$ cat src/verilog/oad_regs.vh
// Constants for the opcode and addressing decoder
`ifndef OAD_REGS_VH
`define OAD_REGS_VH
// Prefix codes
`define OAD_PFX_SECOND_INDEX    8'h90
`define OAD_PFX_INDIRECT_SECOND 8'h91
`define OAD_PFX_INDIRECT        8'h92
// Addressing mode codes
`define OAD_MODE_INHERENT  4'h0
`define OAD_MODE_IMMEDIATE 4'h1
`define OAD_MODE_SHORT     4'h2
`define OAD_MODE_LONG      4'h3
`define OAD_MODE_INDEXED   4'h4
`define OAD_MODE_IDX_SHORT 4'h5
`define OAD_MODE_IDX_LONG  4'h6
`define OAD_MODE_ACC       4'h7
`define OAD_MODE_INDEX_REG 4'h8
`define OAD_MODE_BIT       4'h9
`define OAD_MODE_RELATIVE  4'hA
`define OAD_MODE_UNSUPP    4'hF
// Operation classes
`define OAD_CLASS_BIT_TEST 2'h0
`define OAD_CLASS_BIT_SET  2'h1
`define OAD_CLASS_SINGLE   2'h2
`define OAD_CLASS_DOUBLE   2'h3
`endif

$ cat src/verilog/oad_decoder.v
// Opcode and addressing-mode decoder with operand fetch
// ---------------------------------------------------------------------------
// Summary of operation
// - Operation and addressing mode both come from one opcode byte.
// - High nibble picks row/mode, low nibble picks operation within row.
// - A prefix switches the mode to second index, indirect, or both; indirect forms decode as OAD_MODE_UNSUPP.
// - Prefix 90h second index, 92h indirect, 91h indirect second index.
// - Immediate: operand is the byte after the opcode; two bytes total.
// - Direct short: one address byte, address 0 to 255; two bytes.
// - Direct long: two address bytes, high byte first; three bytes.
// - Indexed: 8-bit index is the address, below 100h; one byte.
// - Short offset indexed: offset plus index, untruncated, up to 1FEh.
// ---------------------------------------------------------------------------
`timescale 1ns/1ps
`default_nettype none
`include "oad_regs.vh"
module oad_decoder #(
  parameter ADDR_W = 16
) (
  input  wire              i_sys_clk,
  input  wire              i_rst_n,
  input  wire              i_start,
  input  wire [7:0]        i_index_first,
  input  wire [7:0]        i_index_second,
  output wire              o_fetch_req,
  output reg  [ADDR_W-1:0] o_fetch_addr,
  input  wire              i_fetch_valid,
  input  wire [7:0]        i_fetch_data,
  output reg               o_done,
  output reg  [7:0]        o_opcode,
  output reg  [3:0]        o_operation,
  output reg  [3:0]        o_mode,
  output reg  [1:0]        o_op_class,
  output reg  [2:0]        o_bit_num,
  output reg               o_bit_sense,
  output reg               o_use_second_index,
  output reg               o_indirect,
  output reg  [7:0]        o_immediate,
  output reg  [ADDR_W-1:0] o_eff_addr,
  output reg  [2:0]        o_length,
  output wire              o_busy
);

  // ---------------------------------------------------------------------------
  // States
  // ---------------------------------------------------------------------------
  localparam ST_IDLE = 3'd0;
  localparam ST_OPC  = 3'd1;
  localparam ST_OP1  = 3'd2;
  localparam ST_OP2  = 3'd3;
  localparam ST_DONE = 3'd4;

  reg [2:0]        state;
  reg [7:0]        opc;
  reg              pfx_second;
  reg              pfx_indirect;
  reg [7:0]        byte1;

  // ---------------------------------------------------------------------------
  // Decode functions
  // ---------------------------------------------------------------------------
  // Mode from the high nibble of an opcode
  function [3:0] oad_mode_of;
    input [3:0] row;
    begin
      case (row)
        4'h0, 4'h1: oad_mode_of = `OAD_MODE_BIT;
        4'h2:       oad_mode_of = `OAD_MODE_RELATIVE;
        4'h3:       oad_mode_of = `OAD_MODE_SHORT;
        4'h4:       oad_mode_of = `OAD_MODE_ACC;
        4'h5:       oad_mode_of = `OAD_MODE_INDEX_REG;
        4'h6:       oad_mode_of = `OAD_MODE_IDX_SHORT;
        4'h7:       oad_mode_of = `OAD_MODE_INDEXED;
        4'hA:       oad_mode_of = `OAD_MODE_IMMEDIATE;
        4'hB:       oad_mode_of = `OAD_MODE_SHORT;
        4'hC:       oad_mode_of = `OAD_MODE_LONG;
        4'hD:       oad_mode_of = `OAD_MODE_IDX_LONG;
        4'hE:       oad_mode_of = `OAD_MODE_IDX_SHORT;
        4'hF:       oad_mode_of = `OAD_MODE_INDEXED;
        default:    oad_mode_of = `OAD_MODE_INHERENT;
      endcase
    end
  endfunction

  // Operand bytes still to fetch after the opcode for a mode
  function [1:0] oad_extra_of;
    input [3:0] mode;
    begin
      case (mode)
        `OAD_MODE_IMMEDIATE, `OAD_MODE_SHORT, `OAD_MODE_IDX_SHORT: oad_extra_of = 2'd1;
        `OAD_MODE_LONG, `OAD_MODE_IDX_LONG:                        oad_extra_of = 2'd2;
        `OAD_MODE_BIT:                                             oad_extra_of = 2'd2;
        `OAD_MODE_RELATIVE:                                        oad_extra_of = 2'd1;
        default:                                                   oad_extra_of = 2'd0;
      endcase
    end
  endfunction

  // ---------------------------------------------------------------------------
  // Decode of the held opcode
  // ---------------------------------------------------------------------------
  // Row decode; the index register follows the prefix seen
  wire [3:0] cur_mode  = oad_mode_of(opc[7:4]);
  wire [1:0] cur_extra = oad_extra_of(cur_mode);
  wire [7:0] cur_index = pfx_second ? i_index_second : i_index_first;
  wire       is_prefix = (i_fetch_data == `OAD_PFX_SECOND_INDEX) ||
                         (i_fetch_data == `OAD_PFX_INDIRECT) ||
                         (i_fetch_data == `OAD_PFX_INDIRECT_SECOND);

  // Handshake outputs, combinational from state
  assign o_fetch_req = (state == ST_OPC) || (state == ST_OP1) || (state == ST_OP2);
  assign o_busy      = (state != ST_IDLE);

  // Unsupported combinations: relative and long-offset, indirect forms
  wire unsupported = (cur_mode == `OAD_MODE_IDX_LONG) || (cur_mode == `OAD_MODE_RELATIVE) || pfx_indirect;

  // ---------------------------------------------------------------------------
  // Fetch sequencer
  // ---------------------------------------------------------------------------
  always @(posedge i_sys_clk or negedge i_rst_n) begin
    if (!i_rst_n) begin
      state              <= ST_IDLE;
      opc                <= 8'h00;
      pfx_second         <= 1'b0;
      pfx_indirect       <= 1'b0;
      byte1              <= 8'h00;
      o_fetch_addr       <= {ADDR_W{1'b0}};
      o_done             <= 1'b0;
      o_opcode           <= 8'h00;
      o_operation        <= 4'h0;
      o_mode             <= `OAD_MODE_INHERENT;
      o_op_class         <= `OAD_CLASS_SINGLE;
      o_bit_num          <= 3'd0;
      o_bit_sense        <= 1'b0;
      o_use_second_index <= 1'b0;
      o_indirect         <= 1'b0;
      o_immediate        <= 8'h00;
      o_eff_addr         <= {ADDR_W{1'b0}};
      o_length           <= 3'd0;
    end else begin
      o_done <= 1'b0;
      case (state)
        ST_IDLE: begin
          if (i_start) begin
            state        <= ST_OPC;
            pfx_second   <= 1'b0;
            pfx_indirect <= 1'b0;
            o_length     <= 3'd0;
          end
        end
        ST_OPC: begin
          if (i_fetch_valid) begin
            o_fetch_addr <= o_fetch_addr + 1'b1;
            o_length     <= o_length + 3'd1;
            if (is_prefix && o_length == 3'd0) begin
              pfx_second   <= (i_fetch_data != `OAD_PFX_INDIRECT);
              pfx_indirect <= (i_fetch_data != `OAD_PFX_SECOND_INDEX);
            end else begin
              opc   <= i_fetch_data;
              state <= (oad_extra_of(oad_mode_of(i_fetch_data[7:4])) == 2'd0) ? ST_DONE : ST_OP1;
            end
          end
        end
        ST_OP1: begin
          if (i_fetch_valid) begin
            o_fetch_addr <= o_fetch_addr + 1'b1;
            o_length     <= o_length + 3'd1;
            byte1        <= i_fetch_data;
            state        <= (cur_extra == 2'd2) ? ST_OP2 : ST_DONE;
          end
        end
        ST_OP2: begin
          if (i_fetch_valid) begin
            o_fetch_addr <= o_fetch_addr + 1'b1;
            o_length     <= o_length + 3'd1;
            o_immediate  <= i_fetch_data;
            state        <= ST_DONE;
          end
        end
        ST_DONE: begin
          // Latch the decoded fields at once with o_done; o_length and the ST_OP2 byte in o_immediate were set during the fetch
          o_done             <= 1'b1;
          o_opcode           <= opc;
          o_operation        <= opc[3:0];
          o_mode             <= unsupported ? `OAD_MODE_UNSUPP : cur_mode;
          o_use_second_index <= pfx_second;
          o_indirect         <= pfx_indirect;
          o_bit_num          <= opc[3:1];
          o_bit_sense        <= opc[0];
          if (opc[7:4] == 4'h0)
            o_op_class <= `OAD_CLASS_BIT_TEST;
          else if (opc[7:4] == 4'h1)
            o_op_class <= `OAD_CLASS_BIT_SET;
          else if (opc[7])
            o_op_class <= `OAD_CLASS_DOUBLE;
          else
            o_op_class <= `OAD_CLASS_SINGLE;
          case (cur_mode)
            `OAD_MODE_IMMEDIATE: begin
              o_immediate <= byte1;
              o_eff_addr  <= {ADDR_W{1'b0}};
            end
            `OAD_MODE_SHORT, `OAD_MODE_BIT:
              o_eff_addr <= {{(ADDR_W-8){1'b0}}, byte1};
            `OAD_MODE_LONG:
              o_eff_addr <= {byte1, o_immediate};
            `OAD_MODE_INDEXED:
              o_eff_addr <= {{(ADDR_W-8){1'b0}}, cur_index};
            `OAD_MODE_IDX_SHORT:
              o_eff_addr <= {{(ADDR_W-9){1'b0}}, {1'b0, byte1} + {1'b0, cur_index}};
            default:
              o_eff_addr <= {ADDR_W{1'b0}};
          endcase
          state <= ST_IDLE;
        end
        default: state <= ST_IDLE;
      endcase
    end
  end

endmodule
`default_nettype wire

$ cat config.mk
export PLATFORM = sky130hd
export DESIGN_NAME = oad_decoder
export DESIGN_NICKNAME = d
export VERILOG_FILES = /design/src/verilog/oad_decoder.v
export VERILOG_INCLUDE_DIRS = /design/src /design/src/verilog
export SDC_FILE = /design/constraint.sdc
export NUM_CORES = 1
export LEC_CHECK = 0
export BUFFER_PORTS_ARGS = -buffer_cell sky130_fd_sc_hd__buf_2
export CAP_MARGIN = 20
export CORE_ASPECT_RATIO = 1.75
export CORE_UTILIZATION = 54
export DETAILED_ROUTE_END_ITERATION = 12
export PLACE_DENSITY = 0.86
export SYNTH_ARGS = -nofsm -noshare
export SYNTH_HDL_FRONTEND = slang
export SYNTH_SLANG_ARGS = --single-unit
$ cat constraint.sdc
create_clock -name i_sys_clk -period 2.7 [get_ports i_sys_clk]
set_clock_uncertainty 0.1 [all_clocks]
set_input_delay 0.27 -clock i_sys_clk [delete_from_list [all_inputs] [get_ports i_sys_clk]]
set_output_delay 0.27 -clock i_sys_clk [all_outputs]
set_load 0.05 [all_outputs]
; ---- Word-level counts from Yosys, hierarchy flattened
; Memory sizes are Yosys's and may differ from the RTL's.
; Cells that the tools add are included.
[totals]
register_bits = 89
romBits = 128
inputBits = 28
output_inout_bits = 70
word_cells = 122
memories = 2
[memory_table]
columns = memory, depth, width, rd, rd_ports_with_merged_regs, write_ports, line
row1 = (no name shown), 16, 4, 1, 0, 0, oad_decoder.v:66  ; case (row)
row2 = (no name shown), 16, 4, 1, 0, 0, oad_decoder.v:66
[op_classes]
addsub = 3
n_eq_ne = 34
muxes = 36
n_bitwise = 1
n_reduce_logical = 28
[ops]
columns = op, n
row1 = $pmux W16 S4, 1
row2 = $mux W3, 9
row3 = $eq A8 B8 Y1 const B, 3
row4 = $mux W8, 3
row5 = $eq A4 B3 Y1 const B, 5
row6 = $add A16 B1 Y16 const B, 1
row7 = $eq A4 B2 Y1 const B, 4
row8 = $eq A4 B4 Y1 const B, 4
row9 = $mux W4, 4
row10 = $ne A8 B8 Y1 const B, 2
row11 = $pmux W8 S2, 1
row12 = $eq A4 B1 Y1 const B, 3
row13 = $pmux W3 S4, 1
row14 = $mux W2, 5
row15 = $ne A2 B2 Y1 const B, 5
row16 = $add A8 B8 Y9, 1
row17 = $reduce_and A3 Y1, 3
row18 = $reduce_or A3 Y1, 3
row19 = $pmux W2 S2, 2
row20 = $reduce_or A4 Y1, 2
row21 = $mux W1, 7
row22 = $eq A3 B2 Y1 const B, 2
row23 = $logic_not A3 Y1, 2
row24 = $logic_or A1 B1 Y1, 6
row25 = 17 further kinds, 23

; ---- Logic depth before layout (Yosys ltp)
[depth]
depth_word = 18
mapped_depth = 10
ltp_nobuf = 9

; ---- Worst setup path before layout
; No wires, ideal clock.
[synth_timing]
path_type = register to register
startpoint = reg pfx_second
endpoint = reg o_eff_addr[7]
arrival_ns = 2.123
required_ns = 2.469
path_slack_ns = 0.346
stages_incl_launch_ff = 10
path_buffers = 1
synth_period_minus_slack_ns = 2.354
cell_sequence = dfrtp_1 > buf_2 > mux2i_1 > inv_1 > ha_1 > a211oi_1 > o211ai_1 > o211ai_1 > nor4_1 > or3_1
[synth_between]
elab_chain_len = 3
[synth_rtl]
columns = element, line
row1 = from (decl), oad_decoder.v:55  ; reg pfx_second;
row2 = from (signal assigned), oad_decoder.v:156  ; pfx_second <= (i_fetch_data != `OAD_PFX_INDIRECT);
row3 = $mux W8 *, oad_decoder.v:105  ; wire [7:0] cur_index = pfx_second ? i_index_second : i_index_first;
row4 = $add A8 B8 Y9, oad_decoder.v:210  ; o_eff_addr <= {{(ADDR_W-9){1'b0}}, {1'b0, byte1} + {1'b0, cur_index}};
row5 = $pmux W16 S4 *, oad_decoder.v:198  ; case (cur_mode)
row6 = to (signal assigned), oad_decoder.v:201  ; o_eff_addr <= {ADDR_W{1'b0}};
row7 = to (signal assigned), oad_decoder.v:210
row8 = to (signal assigned), oad_decoder.v:212  ; o_eff_addr <= {ADDR_W{1'b0}};
row9 = to (decl), oad_decoder.v:39  ; output reg [ADDR_W-1:0] o_eff_addr,
; Every way passes the cells marked *; elsewhere a longest branch is shown, timed or not.
; A chain may end at the register's enable or synchronous reset.

; ---- Worst setup path after layout
; Same ends and word-level chain as after synthesis.

==> impl_metrics.py <==
metrics = {
    "detailed_routing": {
        "ant_nets": 0,
        "drt-vias-per-instance": 5.91,
        "firstDrtPassIters": 5,
        "wire_per_inst_um": 17.8,
        "drc": 0,
        "first_iter_violations": 200,
        "vias": 3523,
        "routed_wl_mm": 10.6,
    },
    "synthesis": {
        "async_reset_ff_frac": 1.00,
        "yosys-top-cells-area": "dfrtp_1, mux2_2, nand2_1",
        "syn_nets": 448,
        "synth_flop_cell": "dfrtp_1",
        "yosysSeqAreaShare": 0.479,
        "synth.ff_latch_count": 81,
        "netlist_instances": 408,
        "syn_area_mm2": 0.00423,
        "yosysWarnings": 0,
        "synth_top_area_cell": "dfrtp_1",
        "synth.distinct_cells": 60,
        "synth_top_area_share": 0.473,
        "avgSynthCellArea_um2": 10.4,
        "synth_edf_count": 0,
    },
    "die": {
        "rows": 42,
        "dieArea_mm2": 0.00821,
        "die_h_um": 119,
        "start_util": 0.560,
        "fp.dieW_um": 68.9,
        "core_area_mm2": 0.00757,
        "top_level_ports": 98,
    },
    "timing": {
        "relSlewSlack": 0.565,
        "fin_crit_ps": 2530,
        "worst_pin_slew_ps": 650,
        "setup_viol": 0,
        "hold-worst-slack_ps": 63.4,
        "setup_tns_ps": 0,
        "rsz0062_at_grt": "no",
        "final_max_slew_viol_count": 0,
        "timing.final.crit_share": 0.939,
        "hold_viol_final": 0,
        "fmax_mhz": 395,
    },
    "power_and_ir_drop": {
        "p_leak_nw": 2.47,
        "irDropWorstVdd_v": 0.000807,
        "power_density_mw_per_mm2": 1450,
        "totalPowerFinal_mw": 7.34,
    },
    "placed_design": {
        "placement.io_buffers": 97,
        "gp_congestion": 0.982,
        "dpl.hpwl_mm": 7.76,
    },
    "job": {
        "drv_cap": 0,
    },
    "clock_network": {
        "cts_made_buffers": 9,
        "ctsHtreeMaxLevel": 3,
        "clock_path_buffers": 2,
        "cts_root_buf": "clkbuf_16",
        "clkTransAtPathRegs_ps": 60,
        "post-cts-setup-buffers": 0,
        "numClockSinks": 81,
        "insertion_delay_ps": 340,
        "cts_tree": "yes",
    },
    "setup_path": {
        "crit_fanout": 7,
        "cp.required_ps": 2820,
        "end_kind": "register",
        "worstSetupPathType": "reg2reg",
        "crit_arrival_ps": 2650,
        "cp-start-kind": "register",
    },
    "global_route": {
        "overflow": 0,
        "grt_usage": 0.283,
        "grt_pass1_wl_mm": 16.8,
        "grt_max_degree": 48,
        "antenna_found_initial": 1,
        "first_global_vias": 3510,
    },
    "worst_hold_path": {
        "worst_hold_path_type": "in2reg",
    },
    "final_layout": {
        "synthToLayoutAreaGrowth_pct": 19.4,
        "nNetsFinal": 542,
        "drive_above_1_share": 0.320,
    },
    "outcome": {
        "status": "completed",
    },
}
==> state kept, by name, indices dropped and copies added, names as in the netlist, 2 cells and up <==
name and cells:
o_opcode 8, byte1 8, o_immediate 8, state 3, o_op_class 2, o_eff_addr 16, o_length 3, opc 8
o_fetch_addr 16, o_mode 4
==> power by group <==
part	internal, mW	switching, mW	total [mW]	leakage (nW)
registers	1.70	0.558	2.25	1.03
clock network	0.739	0.467	1.21	0.144
logic	1.21	2.67	3.88	1.29
total	3.64	3.69	7.34	2.47
==> cell type report <==
class	count	area [um2]
well taps	88	110
fillers	607	2510
inverters	10	37.5
flip-flops and latches	81	2030
clock inverters	3	40.0
repair buffers	106	571
multi-input cells	294	2020
clock buffers	13	250
diodes	1	2.50
==> metal layers <==
layer  share of wire  global-route usage  wire length, um  up-vias
li1                -                   -                -     1629
met1            0.36               0.313             3860     1716
met2            0.54               0.473             5700      144
met3           0.046              0.0489              486       34
met4           0.052               0.186              554        0
met5               0                   0                0        -
==> repair_timing <==
| action | in CTS | in global routing |
|---|---|---|
| gates resized for setup | 0 | 0 |
| hold endpoints to repair | 34 | 0 |
| hold buffers | 1 | 0 |
==> synthesized netlist by cell type (all sizes together) (2+ instances only) <==
library cell	number
a221oi	5
nor3	7
inv	10
nor4	3
nor2	24
o211ai	3
buf	20
xor2	7
o21ai	31
dfrtp	80
nor2b	4
nor3b	2
nand2	66
and2	4
nand2b	8
o221ai	2
a222oi	4
a22o	8
ha	11
nor4b	2
or2	2
xnor2	13
clkbuf	3
mux2	26
o21a	3
nand3	9
a21oi	17
and3	3
mux2i	10
==> logic make-up (layout without fill, tap and decap cells) <==
kind of cell,after synthesis,in the layout,synth area share
XOR/XNOR,20,20,0.0414
buffers and inverters,33,132,0.0446
other,0,1,0
adder cells (fa/ha/maj),12,12,0.0372
AND/OR/NAND/NOR,142,142,0.172
multiplexers,36,36,0.0928
AO/OA/AOI/OAI,84,84,0.133
flip-flops,81,81,0.479
==> layout by cell type, fill, tap and decap left out, types with 9 or more instances in the layout <==
master	count
ha_1	11
o21ai_0	29
buf_2	96
mux2_2	26
a21oi_1	15
xnor2_1	13
inv_1	9
dfrtp_1	80
clkbuf_16	9
nand2_1	65
nor2_1	23
mux2i_1	10
==> worst max-delay path: stages, from the launching register on <==
cell and delay (ps):
dfrtp_1 490, buf_4 210, mux2_2 350, ha_1 350
a21oi_1 230, o211ai_1 130, o211ai_1 130, nor4_1 80
or3_1 340
==> worst paths after layout <==
kind,from,end,cells past startpoint,slack (ps)
setup reg to reg,pfx_second,o_eff_addr[7],8,170
max in group asynchronous,i_rst_n,o_op_class[1],3,1500
min in group asynchronous,i_rst_n,o_fetch_addr[0],2,330
hold / removal,i_start,o_length[2],2,60
hold reg to reg,opc[1],o_opcode[1],2,370
setup / recovery,pfx_second,o_eff_addr[7],8,170
==> per-stage QoR <==
step / instances / setup slack [ps] / instance area, um2 / utilization
detailed placement: 578 / 214 / 4750 / 0.628
global placement: 578 / 283 / 4750 / 0.628
global route: 596 / 31.4 / 5060 / 0.668
floorplan: 408 / 346 / 4230 / -
finish: 596 / 166 / 5060 / 0.668
CTS: 595 / 192 / 5050 / 0.668
Power figures use the tool's default switching activity.
